--- config.mk ---
export PLATFORM = sky130hd
export DESIGN_NAME = brs_top
export DESIGN_NICKNAME = d
export VERILOG_FILES = /design/src/brs_pkg.sv /design/src/brs_sync.sv /design/src/brs_power_up_timer.sv /design/src/brs_top.sv
export SDC_FILE = /design/constraint.sdc
export NUM_CORES = 1
export LEC_CHECK = 0
export BUFFER_PORTS_ARGS = -buffer_cell sky130_fd_sc_hd__buf_2
export CAP_MARGIN = 0
export CORE_UTILIZATION = 30
export CTS_BUF_LIST = sky130_fd_sc_hd__clkbuf_8 sky130_fd_sc_hd__clkbuf_16
export DETAILED_ROUTE_END_ITERATION = 12
export GPL_TIMING_DRIVEN = 0
export PLACE_DENSITY_LB_ADDON = 0.12
export SLEW_MARGIN = 20
export SYNTH_ARGS = -nofsm -noshare
export SYNTH_HDL_FRONTEND = slang
export SYNTH_SLANG_ARGS = --single-unit
export TNS_END_PERCENT = 50
--- constraint.sdc ---
create_clock -name clk -period 5.1 [get_ports clk]
set_input_delay 0.255 -clock clk [delete_from_list [all_inputs] [get_ports clk]]
set_output_delay 0.255 -clock clk [all_outputs]
set_load 0.02 [all_outputs]
--- src/brs_pkg.sv ---
// Purpose: shared constants and types for the brown-out reset sequencer
// Assumes: 25 MHz system clock
// Notes:   register offsets are indexes on the plain register port
package brs_pkg;
    // register map
    localparam logic [3:0] ADDR_RCAUSE  = 4'h0; // reset cause register
    localparam logic [3:0] ADDR_OSCCTL  = 4'h1; // osc control register
    localparam logic [3:0] ADDR_CALIB   = 4'h2; // clock calibration register
    localparam logic [3:0] ADDR_NVCTL   = 4'h3; // nonvolatile control register
    localparam logic [3:0] ADDR_CFG     = 4'h4; // reset config word (read only)
    localparam logic [3:0] ADDR_STAT    = 4'h5; // sequencer state (read only)
    // reset config word fields
    localparam int CFG_LEVEL_LSB = 5;
    localparam int CFG_MODE_LSB  = 0;
    localparam int CFG_POWER_UP_TIMER_BIT  = 7;
    // reset cause register fields
    localparam int RC_POR_BIT    = 0;
    localparam int RC_BOR_BIT    = 1;
    localparam int RC_SWRST_BIT  = 6;
    localparam int RC_SOFTWARE_BROWNOUT_ENABLE_BIT = 13;
    // reset values
    localparam logic [15:0] RCAUSE_POR_VAL = 16'h0003;
    localparam logic [15:0] CALIB_RST_VAL  = 16'h0000;
    localparam logic [15:0] NVCTL_RST_VAL  = 16'h0000;
    // oscillator selects
    localparam logic [2:0] OSC_FRC  = 3'h0;
    localparam logic [2:0] OSC_LOW_POWER_RC_OSC = 3'h5;
    // timing
    localparam int CLK_HZ          = 25_000_000;
    localparam int POWER_UP_TIMER_US         = 64;
    localparam int POWER_UP_TIMER_CYC        = (POWER_UP_TIMER_US * (CLK_HZ / 1_000_000));
    localparam int CLKMON_WIN_CYC  = 16;

    typedef enum logic [1:0] {
        BM_OFF   = 2'b00,
        BM_SOFT  = 2'b01,
        BM_NOSLP = 2'b10,
        BM_HW    = 2'b11
    } brs_bormode_t;

    typedef struct packed {
        logic [1:0]   level;    // brown-out trip point select
        brs_bormode_t mode;     // brown-out enable mode
        logic         power_up_timer_en;  // power-up timer enable
        logic [2:0]   init_osc; // initial osc select
        logic         clkmon_en;
    } brs_cfg_t;

    typedef enum logic [1:0] {
        ST_BOR  = 2'b00,
        ST_POWER_UP_TIMER = 2'b01,
        ST_WCLK = 2'b10,
        ST_RUN  = 2'b11
    } brs_state_t;
endpackage

--- src/brs_sync.sv ---
// Purpose: two flip-flop synchroniser for asynchronous levels
// Assumes: width is small
// Notes:   first stage is read only by the second stage
`timescale 1ns/1ps
module brs_sync #(
    parameter int W = 1
) (
    // clock
    input  wire logic         clk,
    input  wire logic         resetn,
    // data
    input  wire logic [W-1:0] d,
    output logic [W-1:0]      q
);
    logic [W-1:0] s1_q;
    logic [W-1:0] s2_q;

    // two stages, reset to zero
    always_ff @(posedge clk) begin
        if (!resetn) begin
            s1_q <= '0;
            s2_q <= '0;
        end else begin
            s1_q <= d;
            s2_q <= s1_q;
        end
    end
    assign q = s2_q;
endmodule

--- src/brs_power_up_timer.sv ---
// Purpose: power-up delay counter
// Assumes: restart reloads the full delay
// Notes:   done is a level held until restart
`timescale 1ns/1ps
module brs_power_up_timer #(
    parameter int CYC = 1600
) (
    // clock
    input  wire logic clk,
    input  wire logic resetn,
    input  wire logic ce,
    // control
    input  wire logic restart,
    input  wire logic run,
    output logic      done
);
    logic [31:0] cnt_q;
    logic [31:0] cnt_d;

    // count up while running, restart clears the count
    always_comb begin
        cnt_d = cnt_q;
        if (restart) begin
            cnt_d = 32'h0;
        end else if (run && cnt_q < CYC) begin
            cnt_d = cnt_q + 32'h1;
        end
    end
    always_ff @(posedge clk) begin
        if (!resetn) begin
            cnt_q <= 32'h0;
        end else if (ce) begin
            cnt_q <= cnt_d;
        end
    end
    assign done = (cnt_q >= CYC);
endmodule

--- src/brs_top.sv ---
// Purpose: brown-out reset sequencer with clock-fail monitor
// Assumes: resetn is the power-on reset; other causes arrive as pulses
// Notes:   registers are indexed words on a plain strobe port
//
// Behaviour
// - execution held until clock released
// - clock monitor starts a cycle after reset release
// - no clock at start: switch to fast RC
// - clock failure later: switch to low-power RC
// - other registers reset uniformly
// - cause register reset value depends on cause
// - osc control reset uses type and select
// - calibration, nonvolatile control: power-on only
// - level 6:5, mode 1:0 in config word
// - level selects 1.8V, 2.7V, 3.0V trip
// - mode not 00: undervoltage asserts reset
// - hold reset while supply below threshold
// - power-up timer extends after recovery
// - dip during timer restarts full delay
// - timer enable independent of brown-out enable
// - mode 01: software enable bit 13
// - mode 10: disabled in Sleep
// - brown-out flag set on brown-out, power-on
// - deep sleep exit sets both flags
`timescale 1ns/1ps
module brs_top #(
    parameter int POWER_UP_TIMER_CYC = brs_pkg::POWER_UP_TIMER_CYC
) (
    // clock and power-on reset
    input  wire logic            clk,
    input  wire logic            resetn,
    input  wire logic            ce,
    // configuration words
    input  wire logic [15:0]     reset_config_word,
    input  wire logic [2:0]      initial_osc_select,
    input  wire logic            clkmon_enable,
    // analog and clock status, asynchronous
    input  wire logic            supply_below,
    input  wire logic            clock_valid,
    // operating mode and other reset causes
    input  wire logic            sleep_mode,
    input  wire logic            deep_sleep_exit,
    input  wire logic            sw_reset,
    // register port
    input  wire logic [3:0]      reg_addr,
    input  wire logic [15:0]     reg_wdata,
    input  wire logic            reg_wr,
    input  wire logic            reg_rd,
    output logic [15:0]          reg_rdata,
    // outputs
    output logic                 internal_system_reset,
    output logic                 exec_enable,
    output logic [1:0]           trip_level,
    output logic                 clk_switch_req,
    output logic [2:0]           clk_switch_sel
);
    ////////////////////////////////////////////////////////////////////////////
    // configuration decode
    brs_pkg::brs_cfg_t cfg;

    // fields of the reset config word
    always_comb begin
        cfg.level     = reset_config_word[brs_pkg::CFG_LEVEL_LSB +: 2];
        cfg.mode      = brs_pkg::brs_bormode_t'(reset_config_word[brs_pkg::CFG_MODE_LSB +: 2]);
        cfg.power_up_timer_en   = reset_config_word[brs_pkg::CFG_POWER_UP_TIMER_BIT];
        cfg.init_osc  = initial_osc_select;
        cfg.clkmon_en = clkmon_enable;
    end

    ////////////////////////////////////////////////////////////////////////////
    // synchronised asynchronous inputs
    logic [1:0] as_s;

    brs_sync #(.W(2)) u_sync (
        .clk    (clk),
        .resetn (resetn),
        .d      ({clock_valid, supply_below}),
        .q      (as_s)
    );
    logic low_s;
    logic cvalid_s;
    assign low_s    = as_s[0];
    assign cvalid_s = as_s[1];

    ////////////////////////////////////////////////////////////////////////////
    // brown-out enable
    logic rc_software_brownout_enable_q;
    logic bor_en;

    // effective enable per mode
    always_comb begin
        unique case (cfg.mode)
            brs_pkg::BM_OFF:   bor_en = 1'b0;
            brs_pkg::BM_SOFT:  bor_en = rc_software_brownout_enable_q;
            brs_pkg::BM_NOSLP: bor_en = !sleep_mode;
            brs_pkg::BM_HW:    bor_en = 1'b1;
        endcase
    end
    logic bor_trip;
    assign bor_trip = bor_en && low_s;

    ////////////////////////////////////////////////////////////////////////////
    // sequencer
    brs_pkg::brs_state_t st_q;
    brs_pkg::brs_state_t st_d;
    logic                power_up_timer_done;
    logic                power_up_timer_restart;

    // the power-up timer is re-armed on every trip, so a dip costs a full delay
    brs_power_up_timer #(.CYC(POWER_UP_TIMER_CYC)) u_power_up_timer (
        .clk     (clk),
        .resetn  (resetn),
        .ce      (ce),
        .restart (power_up_timer_restart),
        .run     (st_q == brs_pkg::ST_POWER_UP_TIMER),
        .done    (power_up_timer_done)
    );

    // next state
    always_comb begin
        st_d         = st_q;
        power_up_timer_restart = 1'b0;
        if (bor_trip) begin
            st_d         = brs_pkg::ST_BOR;
            power_up_timer_restart = 1'b1;
        end else begin
            unique case (st_q)
                brs_pkg::ST_BOR: begin
                    // leave in any cycle without bor_trip: supply above threshold or brown-out not enabled
                    st_d = cfg.power_up_timer_en ? brs_pkg::ST_POWER_UP_TIMER : brs_pkg::ST_WCLK;
                    power_up_timer_restart = 1'b1;
                end
                brs_pkg::ST_POWER_UP_TIMER: begin
                    if (power_up_timer_done) begin
                        st_d = brs_pkg::ST_WCLK;
                    end
                end
                brs_pkg::ST_WCLK: begin
                    if (cvalid_s || clk_switch_req) begin
                        st_d = brs_pkg::ST_RUN;
                    end
                end
                brs_pkg::ST_RUN: st_d = brs_pkg::ST_RUN;
            endcase
        end
    end

    // a software reset replays the release sequence without a delay
    always_ff @(posedge clk) begin
        if (!resetn) begin
            st_q <= brs_pkg::ST_BOR;
        end else if (ce) begin
            st_q <= sw_reset ? brs_pkg::ST_WCLK : st_d;
        end
    end

    ////////////////////////////////////////////////////////////////////////////
    // outputs and clock-fail monitor
    logic       internal_system_reset_d;
    logic       exec_d;
    logic       sw_req_d;
    logic [2:0] sw_sel_d;
    logic       released;
    logic       mon_arm_q;

    // monitor runs a cycle after release: the clock-valid sync is still
    // filling right after power-on and would fake a missing clock
    assign released = !internal_system_reset && mon_arm_q;

    always_comb begin
        internal_system_reset_d = (st_d == brs_pkg::ST_BOR) || (st_d == brs_pkg::ST_POWER_UP_TIMER);
        exec_d   = (st_d == brs_pkg::ST_RUN) && !internal_system_reset_d;
        sw_req_d = clk_switch_req;
        sw_sel_d = clk_switch_sel;
        if (internal_system_reset_d) begin
            sw_req_d = 1'b0;
            sw_sel_d = cfg.init_osc;
        end else if (cfg.clkmon_en && released && !cvalid_s && !clk_switch_req) begin
            sw_req_d = 1'b1;
            // no clock at start goes to fast RC, later failure to low-power RC
            sw_sel_d = (st_q == brs_pkg::ST_RUN) ? brs_pkg::OSC_LOW_POWER_RC_OSC : brs_pkg::OSC_FRC;
        end
    end

    always_ff @(posedge clk) begin
        if (!resetn) begin
            internal_system_reset <= 1'b1;
            exec_enable           <= 1'b0;
            clk_switch_req        <= 1'b0;
            clk_switch_sel        <= brs_pkg::OSC_FRC;
            trip_level            <= 2'h0;
            mon_arm_q             <= 1'b0;
        end else if (ce) begin
            internal_system_reset <= internal_system_reset_d;
            exec_enable           <= exec_d;
            clk_switch_req        <= sw_req_d;
            clk_switch_sel        <= sw_sel_d;
            trip_level            <= cfg.level;
            mon_arm_q             <= !internal_system_reset;
        end
    end

    ////////////////////////////////////////////////////////////////////////////
    // registers with reset-type dependent values
    logic [15:0] rcause_q;
    logic [15:0] rcause_d;
    logic [15:0] oscctl_q;
    logic [15:0] oscctl_d;
    logic [15:0] calib_q;
    logic [15:0] calib_d;
    logic [15:0] nvctl_q;
    logic [15:0] nvctl_d;
    logic        wr_rc;

    assign wr_rc       = reg_wr && (reg_addr == brs_pkg::ADDR_RCAUSE);
    assign rc_software_brownout_enable_q = rcause_q[brs_pkg::RC_SOFTWARE_BROWNOUT_ENABLE_BIT];

    // software writes first, hardware events win over a clear
    always_comb begin
        rcause_d = rcause_q;
        oscctl_d = oscctl_q;
        calib_d  = calib_q;
        nvctl_d  = nvctl_q;
        if (wr_rc) begin
            rcause_d = reg_wdata;
        end
        if (reg_wr && reg_addr == brs_pkg::ADDR_OSCCTL) begin
            oscctl_d = reg_wdata;
        end
        if (reg_wr && reg_addr == brs_pkg::ADDR_CALIB) begin
            calib_d = reg_wdata;
        end
        if (reg_wr && reg_addr == brs_pkg::ADDR_NVCTL) begin
            nvctl_d = reg_wdata;
        end
        if (cfg.mode != brs_pkg::BM_SOFT) begin
            rcause_d[brs_pkg::RC_SOFTWARE_BROWNOUT_ENABLE_BIT] = 1'b0;
        end
        if (bor_trip) begin
            rcause_d[brs_pkg::RC_BOR_BIT] = 1'b1;
        end
        if (deep_sleep_exit) begin
            rcause_d[brs_pkg::RC_POR_BIT] = 1'b1;
            rcause_d[brs_pkg::RC_BOR_BIT] = 1'b1;
        end
        if (sw_reset) begin
            rcause_d[brs_pkg::RC_SWRST_BIT] = 1'b1;
            oscctl_d = {13'h0, cfg.init_osc};
        end
        // the switch the monitor made is shown in the current-osc field
        if (sw_req_d && !clk_switch_req) begin
            oscctl_d[14:12] = sw_sel_d;
        end
    end

    // power-on loads all; calibration and nonvolatile control only here
    always_ff @(posedge clk) begin
        if (!resetn) begin
            rcause_q <= brs_pkg::RCAUSE_POR_VAL;
            oscctl_q <= {13'h0, cfg.init_osc};
            calib_q  <= brs_pkg::CALIB_RST_VAL;
            nvctl_q  <= brs_pkg::NVCTL_RST_VAL;
        end else if (ce) begin
            rcause_q <= rcause_d;
            oscctl_q <= oscctl_d;
            calib_q  <= calib_d;
            nvctl_q  <= nvctl_d;
        end
    end

    // strap the initial osc select into osc control once after power-on
    logic por_seen_q;
    always_ff @(posedge clk) begin
        if (!resetn) begin
            por_seen_q <= 1'b0;
        end else begin
            por_seen_q <= 1'b1;
        end
    end
    logic [15:0] oscctl_rd;
    assign oscctl_rd = por_seen_q ? oscctl_q : {13'h0, cfg.init_osc};

    ////////////////////////////////////////////////////////////////////////////
    // read port
    logic [15:0] rdata_d;

    // unmapped addresses read zero; other registers reset uniformly
    always_comb begin
        unique case (reg_addr)
            brs_pkg::ADDR_RCAUSE: rdata_d = rcause_q;
            brs_pkg::ADDR_OSCCTL: rdata_d = oscctl_rd;
            brs_pkg::ADDR_CALIB:  rdata_d = calib_q;
            brs_pkg::ADDR_NVCTL:  rdata_d = nvctl_q;
            brs_pkg::ADDR_CFG:    rdata_d = reset_config_word;
            brs_pkg::ADDR_STAT:   rdata_d = {14'h0, st_q};
            default:              rdata_d = 16'h0;
        endcase
    end
    always_ff @(posedge clk) begin
        if (!resetn) begin
            reg_rdata <= 16'h0;
        end else if (ce) begin
            reg_rdata <= reg_rd ? rdata_d : 16'h0;
        end
    end

    ////////////////////////////////////////////////////////////////////////////
    // checks
    property p_exec_after_rst;
        @(posedge clk) disable iff (!resetn)
        exec_enable |-> !internal_system_reset;
    endproperty
    a_exec_after_rst: assert property (p_exec_after_rst) else $error("exec during reset");

    property p_trip_holds;
        @(posedge clk) disable iff (!resetn)
        (ce && bor_trip) |=> internal_system_reset;
    endproperty
    a_trip_holds: assert property (p_trip_holds) else $error("brown-out missed");

    property p_flag_set;
        @(posedge clk) disable iff (!resetn)
        (ce && bor_trip) |=> rcause_q[1];
    endproperty
    a_flag_set: assert property (p_flag_set) else $error("flag not set");

    property p_software_brownout_enable_zero;
        @(posedge clk) disable iff (!resetn)
        (ce && cfg.mode != brs_pkg::BM_SOFT && $stable(cfg.mode)) |=> !rcause_q[13];
    endproperty
    a_software_brownout_enable_zero: assert property (p_software_brownout_enable_zero) else $error("soft bit not zero");

    property p_ds_flags;
        @(posedge clk) disable iff (!resetn)
        (ce && deep_sleep_exit) |=> (rcause_q[0] && rcause_q[1]);
    endproperty
    a_ds_flags: assert property (p_ds_flags) else $error("deep sleep flags");

    property p_off_no_trip;
        @(posedge clk) disable iff (!resetn)
        (cfg.mode == brs_pkg::BM_OFF) |-> !bor_trip;
    endproperty
    a_off_no_trip: assert property (p_off_no_trip) else $error("trip with mode off");

    property p_sleep_off;
        @(posedge clk) disable iff (!resetn)
        (cfg.mode == brs_pkg::BM_NOSLP && sleep_mode) |-> !bor_en;
    endproperty
    a_sleep_off: assert property (p_sleep_off) else $error("enabled in sleep");

    property p_hw_on;
        @(posedge clk) disable iff (!resetn)
        (cfg.mode == brs_pkg::BM_HW) |-> bor_en;
    endproperty
    a_hw_on: assert property (p_hw_on) else $error("mode 11 disabled");

    property p_no_power_up_timer;
        @(posedge clk) disable iff (!resetn)
        (ce && !cfg.power_up_timer_en && st_q == brs_pkg::ST_BOR && !bor_trip && !sw_reset)
            |=> st_q == brs_pkg::ST_WCLK;
    endproperty
    a_no_power_up_timer: assert property (p_no_power_up_timer) else $error("timer not independent");
endmodule

After elaboration in Yosys (flattened, before gate mapping) --
Index checks and enable logic that the tools add are counted.
Operators by class: add/sub/neg operators 1, order comparisons 2, equal/unequal tests 16, multiplexer cells 30, reduce and logical (&&, ||, !) cells 41
Operator list (number):
- $pmux 16 s6 | 1
- $mux 16 | 4
- $mux 32 | 2
- $add 32x1->32 const B | 1
- $ge 32x11->1 const B | 1
- $lt 32x11->1 const B | 1
- $reduce_and 2->1 | 11
- $mux 3 | 6
- $mux 14 | 1
- $logic_and 1x1->1 | 12
- $mux 2 | 6
- $eq 2x2->1 const B | 5
- $reduce_bool 2->1 | 5
- $eq 4x2->1 const B | 2
- $eq 4x3->1 const B | 2
- $mux 1 | 8
- $pmux 2 s4 | 1
- $eq 2x1->1 const B | 3
- $logic_not 2->1 | 3
- $reduce_bool 3->1 | 2
- $logic_not 1->1 | 5
- $eq 4x1->1 const B | 1
- $logic_not 4->1 | 1
- $ne 2x1->1 const B | 2
- other kinds (3) | 4
Storage, ports and cells: flip-flop bits (word level) 128, word-level logic and storage cells 112

Logic depth before layout (Yosys ltp) --
depth in word-level cells 10, depth in mapped cells 8, mapped depth without buffers 5

Hierarchy --
Synthesis repeated with hierarchy kept, for this count alone.
Second synthesis, totals: cell total of the unflattened synthesis 580, area, all modules 5465.2 um^2
By module, submodules not included:
- brs_top | instances 1, cells an instance 448, area an instance 4172.8 um^2
- brs_power_up_timer | instances 1, cells an instance 124, area an instance 1187.4 um^2
- brs_sync | instances 1, cells an instance 8, area an instance 105.1 um^2

Least setup slack after synthesis --
No wires, ideal clock.
kind in2reg, start in reg_addr[0], end reg oscctl_q[0], enable pin, setup time 0.302 ns, arrival time 1.426 ns, data required time 4.798 ns, setup slack 3.372 ns, cell stages on the path 7, buffers on the path 3, path through buf_2 -> nor4b_4 -> and3_1 -> buf_2 -> a21oi_1 -> buf_2 -> nand2_1
On the way: word-level cells in the longest chain between the ends 4
Ends and longest elaborated chain:
- from (decl) | line brs_top.sv:45 | input wire logic [3:0] reg_addr,
- $eq 4x1->1 | line brs_top.sv:227 | if (reg_wr && reg_addr == brs_pkg::ADDR_OSCCTL) begin
- $logic_and 1x1->1 | line brs_top.sv:227
- $ne 3x1->1 (no line)
- $reduce_and 2->1 (no line)
- to (signal assigned) | line brs_top.sv:260 | oscctl_q <= {13'h0, cfg.init_osc};
- to (signal assigned) | line brs_top.sv:265 | oscctl_q <= oscctl_d;
- to (decl) | line brs_top.sv:207 | logic [15:0] oscctl_q;
No other way between the ends. A chain may end at the register's enable or synchronous reset.

==> summary by stage <==
Detailed routing
Signal routing reaches up to met4. The average vias per placed instance is 5.17. The routed length on met1 is 7890 um.

The overall routed net length is 17200 um. The via count is 4900. The met3 routed wirelength is 841 um.

In the detailed route, the total length drawn on met2 is 8330 um. The detail-routed net length per standard cell is 18.2 um. After the first detailed-routing iteration, the DRC count stood at 272.

The post-route antenna net violation count is 0. The first TritonRoute pass finished after 4 iterations. The number of DRC violations after detailed routing is 0.

Clocking
The deepest level of the CTS H-tree is 4. The number of buffers inserted during clock tree synthesis is 17. The tree built by TritonCTS fans out to 128 sinks. Clock-pin slew was measured on the worst setup and hold paths at 0.06 ns. TritonCTS built the clock tree. The cell at the root of the clock tree is sky130_fd_sc_hd__clkbuf_16.

The clock passes through at most 2 buffers. The later-pin clock latency in the skew report is 0.43 ns.

Placed design
During placement, the flow inserted port buffers numbering 71. The routability-driven placement congestion ratio is 0.816. The wire-length estimate of the detail-placed layout is 12400 um. The post-placement cell area is 6110 sq um.

The post-placement setup slack is 2.72 ns.

Run status
The run finished with clean final reports.

Global route
For this run the aggregate overflow at the end of global routing stands at 0. The initial antenna violation count is 2. Entering global routing, the biggest net connects 17 pins. The first global-routing pass estimated 26600 um of wire.

Global routing used 19.2% of the available tracks. The number of global-route vias before repair is 4719.

STA
Setup repair after global routing left no endpoint under its margin. The remaining max-slew budget at the tightest pin is 41.4%. For the final database, setup skew stands at 0.0111 ns. The post-layout minimum cycle time is 2.49 ns. Static timing analysis puts the maximum clock frequency at 0.402 GHz.

The slew at the pin with the worst max-slew slack is 0.876 ns. In the post-route analysis, the smallest setup slack over all paths is 2.61 ns. The count of pins over their slew limit is 0. Setup violations remaining at the end of the flow were counted as 0.

After routing, the total negative slack on setup checks comes to 0 ns. After layout, the worst path uses 48.7% of the clock period. The count of endpoints failing hold in the final timing report is 0.

Cells and area
The library cells used most frequently in the layout, excluding fill and tap cells, are sky130_fd_sc_hd__dfxtp_1 (125), sky130_fd_sc_hd__nand2_1 (97), sky130_fd_sc_hd__buf_2 (82), sky130_fd_sc_hd__nor2_1 (46), sky130_fd_sc_hd__a21oi_1 (45). In the final design database the tool counted 755 nets. The final design utilization is 37.7%. The most common library cell in the layout ignoring fill and taps is sky130_fd_sc_hd__dfxtp_1. Cells with a size suffix above 1 make up 19.4% of the layout. The design area is 6750 sq um. Compared with the post-synthesis result, the final layout area differs by 23.3%.

Pwr
The cell area power density is 366 nW/um^2. The completed layout was analyzed and its total power is 2470 uW. The static power due to leakage is 0.00252 uW. VDD sags by at most 308 uV.

Synth
The leading area contributor after synthesis is sky130_fd_sc_hd__dfxtp_1. The number of warnings printed during yosys synthesis is 0. Of the synthesized area, sequential elements account for 47.4%. Counting flops and latches in the post-synthesis netlist gives 128. Counting distinct cell types in the post-synthesis netlist gives 61.

The synthesized netlist occupies a cell area of 5470 sq um. Ranked by total cell area, the synthesized netlist is headed by sky130_fd_sc_hd__dfxtp_1 (46%), sky130_fd_sc_hd__nand2_1 (6.7%), sky130_fd_sc_hd__a22oi_1 (4.3%). The synthesized netlist net count is 664. The average instance area after synthesis is 8.94 sq um. After technology mapping, the gate count stands at 612.

The commonest register cell after synthesis is sky130_fd_sc_hd__dfxtp_1. The share of async-settable or async-resettable flops after synthesis is 0%. The synthesized design devotes to its leading area cell type 45.7% of total area. The synthesized design contains 3 enable-type register cells.

Die
The die area is 18800 sq um. The chip width is 137 um. The number of ports placed on the die boundary is 74.

The initial utilization of the core area, before any placement, comes to 30.6%. After floorplanning, the core was divided into 49 placement rows. The floorplan step set the die height to 137 um. The core box area is 17900 sq um.

Setup path
The worst setup path is launched from an input pin. Data arrives at the worst endpoint at 2.85 ns. Of all nets on the critical path, the largest fanout is 10. The required time at the worst-slack endpoint is 5.47 ns.

The critical path in this run is classified as in -> reg. The element type at the critical path end is a register.

Min path
In this run the worst hold path is classified as in -> reg.

Job
The max-capacitance violation count is 0.
[area by class of cell]
class                           count  area, sq um
Inverter                           10         37.5
Timing Repair Buffer               72          365
Fill cell                        1864        11200
Multi-Input combinational cell    435         2650
Tap cell                          229          287
Buffer                             39          190
Antenna cell                        2         5.00
Clock buffer                       17          425
Clock inverter                     15          194
Sequential cell                   128         2590
[synthesized netlist by cell type, drive strengths merged (8+ instances only)]
cell type / count
and2: 20
nor4: 12
a22oi: 31
inv: 9
nor2: 46
a21oi: 46
mux2i: 21
nand4: 10
nand3: 41
nand2: 97
dfxtp: 125
o21ai: 8
clkbuf: 21
a22o: 18
buf: 18
[power by group]
part | internal, uW | switching [uW] | total (uW) | leakage, uW
Combinational | 51.0 | 104 | 156 | 0.00118
Sequential | 1020 | 9.56 | 1030 | 0.00104
Clock | 813 | 474 | 1290 | 0.000298
Total | 1880 | 588 | 2470 | 0.00252
[metal layers]
layer,GRT usage (%),vias up
met2,32.1,96
met3,4.81,15
met1,24.4,2381
met5,0,-
met4,5.62,0
li1,-,2408
[logic make-up after synthesis]
kind of cell	share of synthesized area, %
xor+xnor	0.801
compound gates	18.0
mux	5.28
simple gates	23.9
flops	47.4
buf+inv	4.16
fa+ha+maj	0.457
[state kept, by name, indices dropped and copies added, names as in the netlist]
signal                  flops
internal_system_reset       1
st_q                        2
u_sync.q                    2
exec_enable                 1
oscctl_q                   16
clk_switch_req              1
reg_rdata                  16
calib_q                    16
nvctl_q                    16
trip_level                  2
mon_arm_q                   1
clk_switch_sel              3
u_sync.s1_q                 2
por_seen_q                  1
u_power_up_timer.cnt_q     32
rcause_q                   16
[what timing repair did]
| item | CTS | global route |
|---|---|---|
| endpoints found under the hold margin | 1 | 0 |
| setup buffers | 0 | 0 |
| gates resized for setup | 0 | 0 |
| hold buffers | 1 | 0 |
[worst paths after layout]
path | start | end | slack [ns] | cells after the start
hold / removal | supply_below | u_sync.s1_q[0] | 0.04 | 2
hold reg to reg | u_sync.s1_q[0] | u_sync.q[0] | 0.43 | 1
setup / recovery | resetn | reg_rdata[6] | 2.61 | 7
setup reg to reg | st_q[1] | u_power_up_timer.cnt_q[4] | 3.09 | 5
[critical path, cell delays in order]
cell and delay [ns]:
sky130_fd_sc_hd__dlygate4sd3_1 0.53, sky130_fd_sc_hd__buf_2 0.11, sky130_fd_sc_hd__clkbuf_1 0.31, sky130_fd_sc_hd__inv_2 0.15
sky130_fd_sc_hd__nor2_1 0.69, sky130_fd_sc_hd__clkbuf_1 0.54, sky130_fd_sc_hd__a22o_1 0.25
[through the flow]
step	hold slack [ns]	instances
floorplan	0.283	612
global placement	0.377	912
detailed placement	0.379	912
CTS	0.0325	945
global route	0.0400	945
finish	0.0431	947
(Power assumes the default switching activity.)
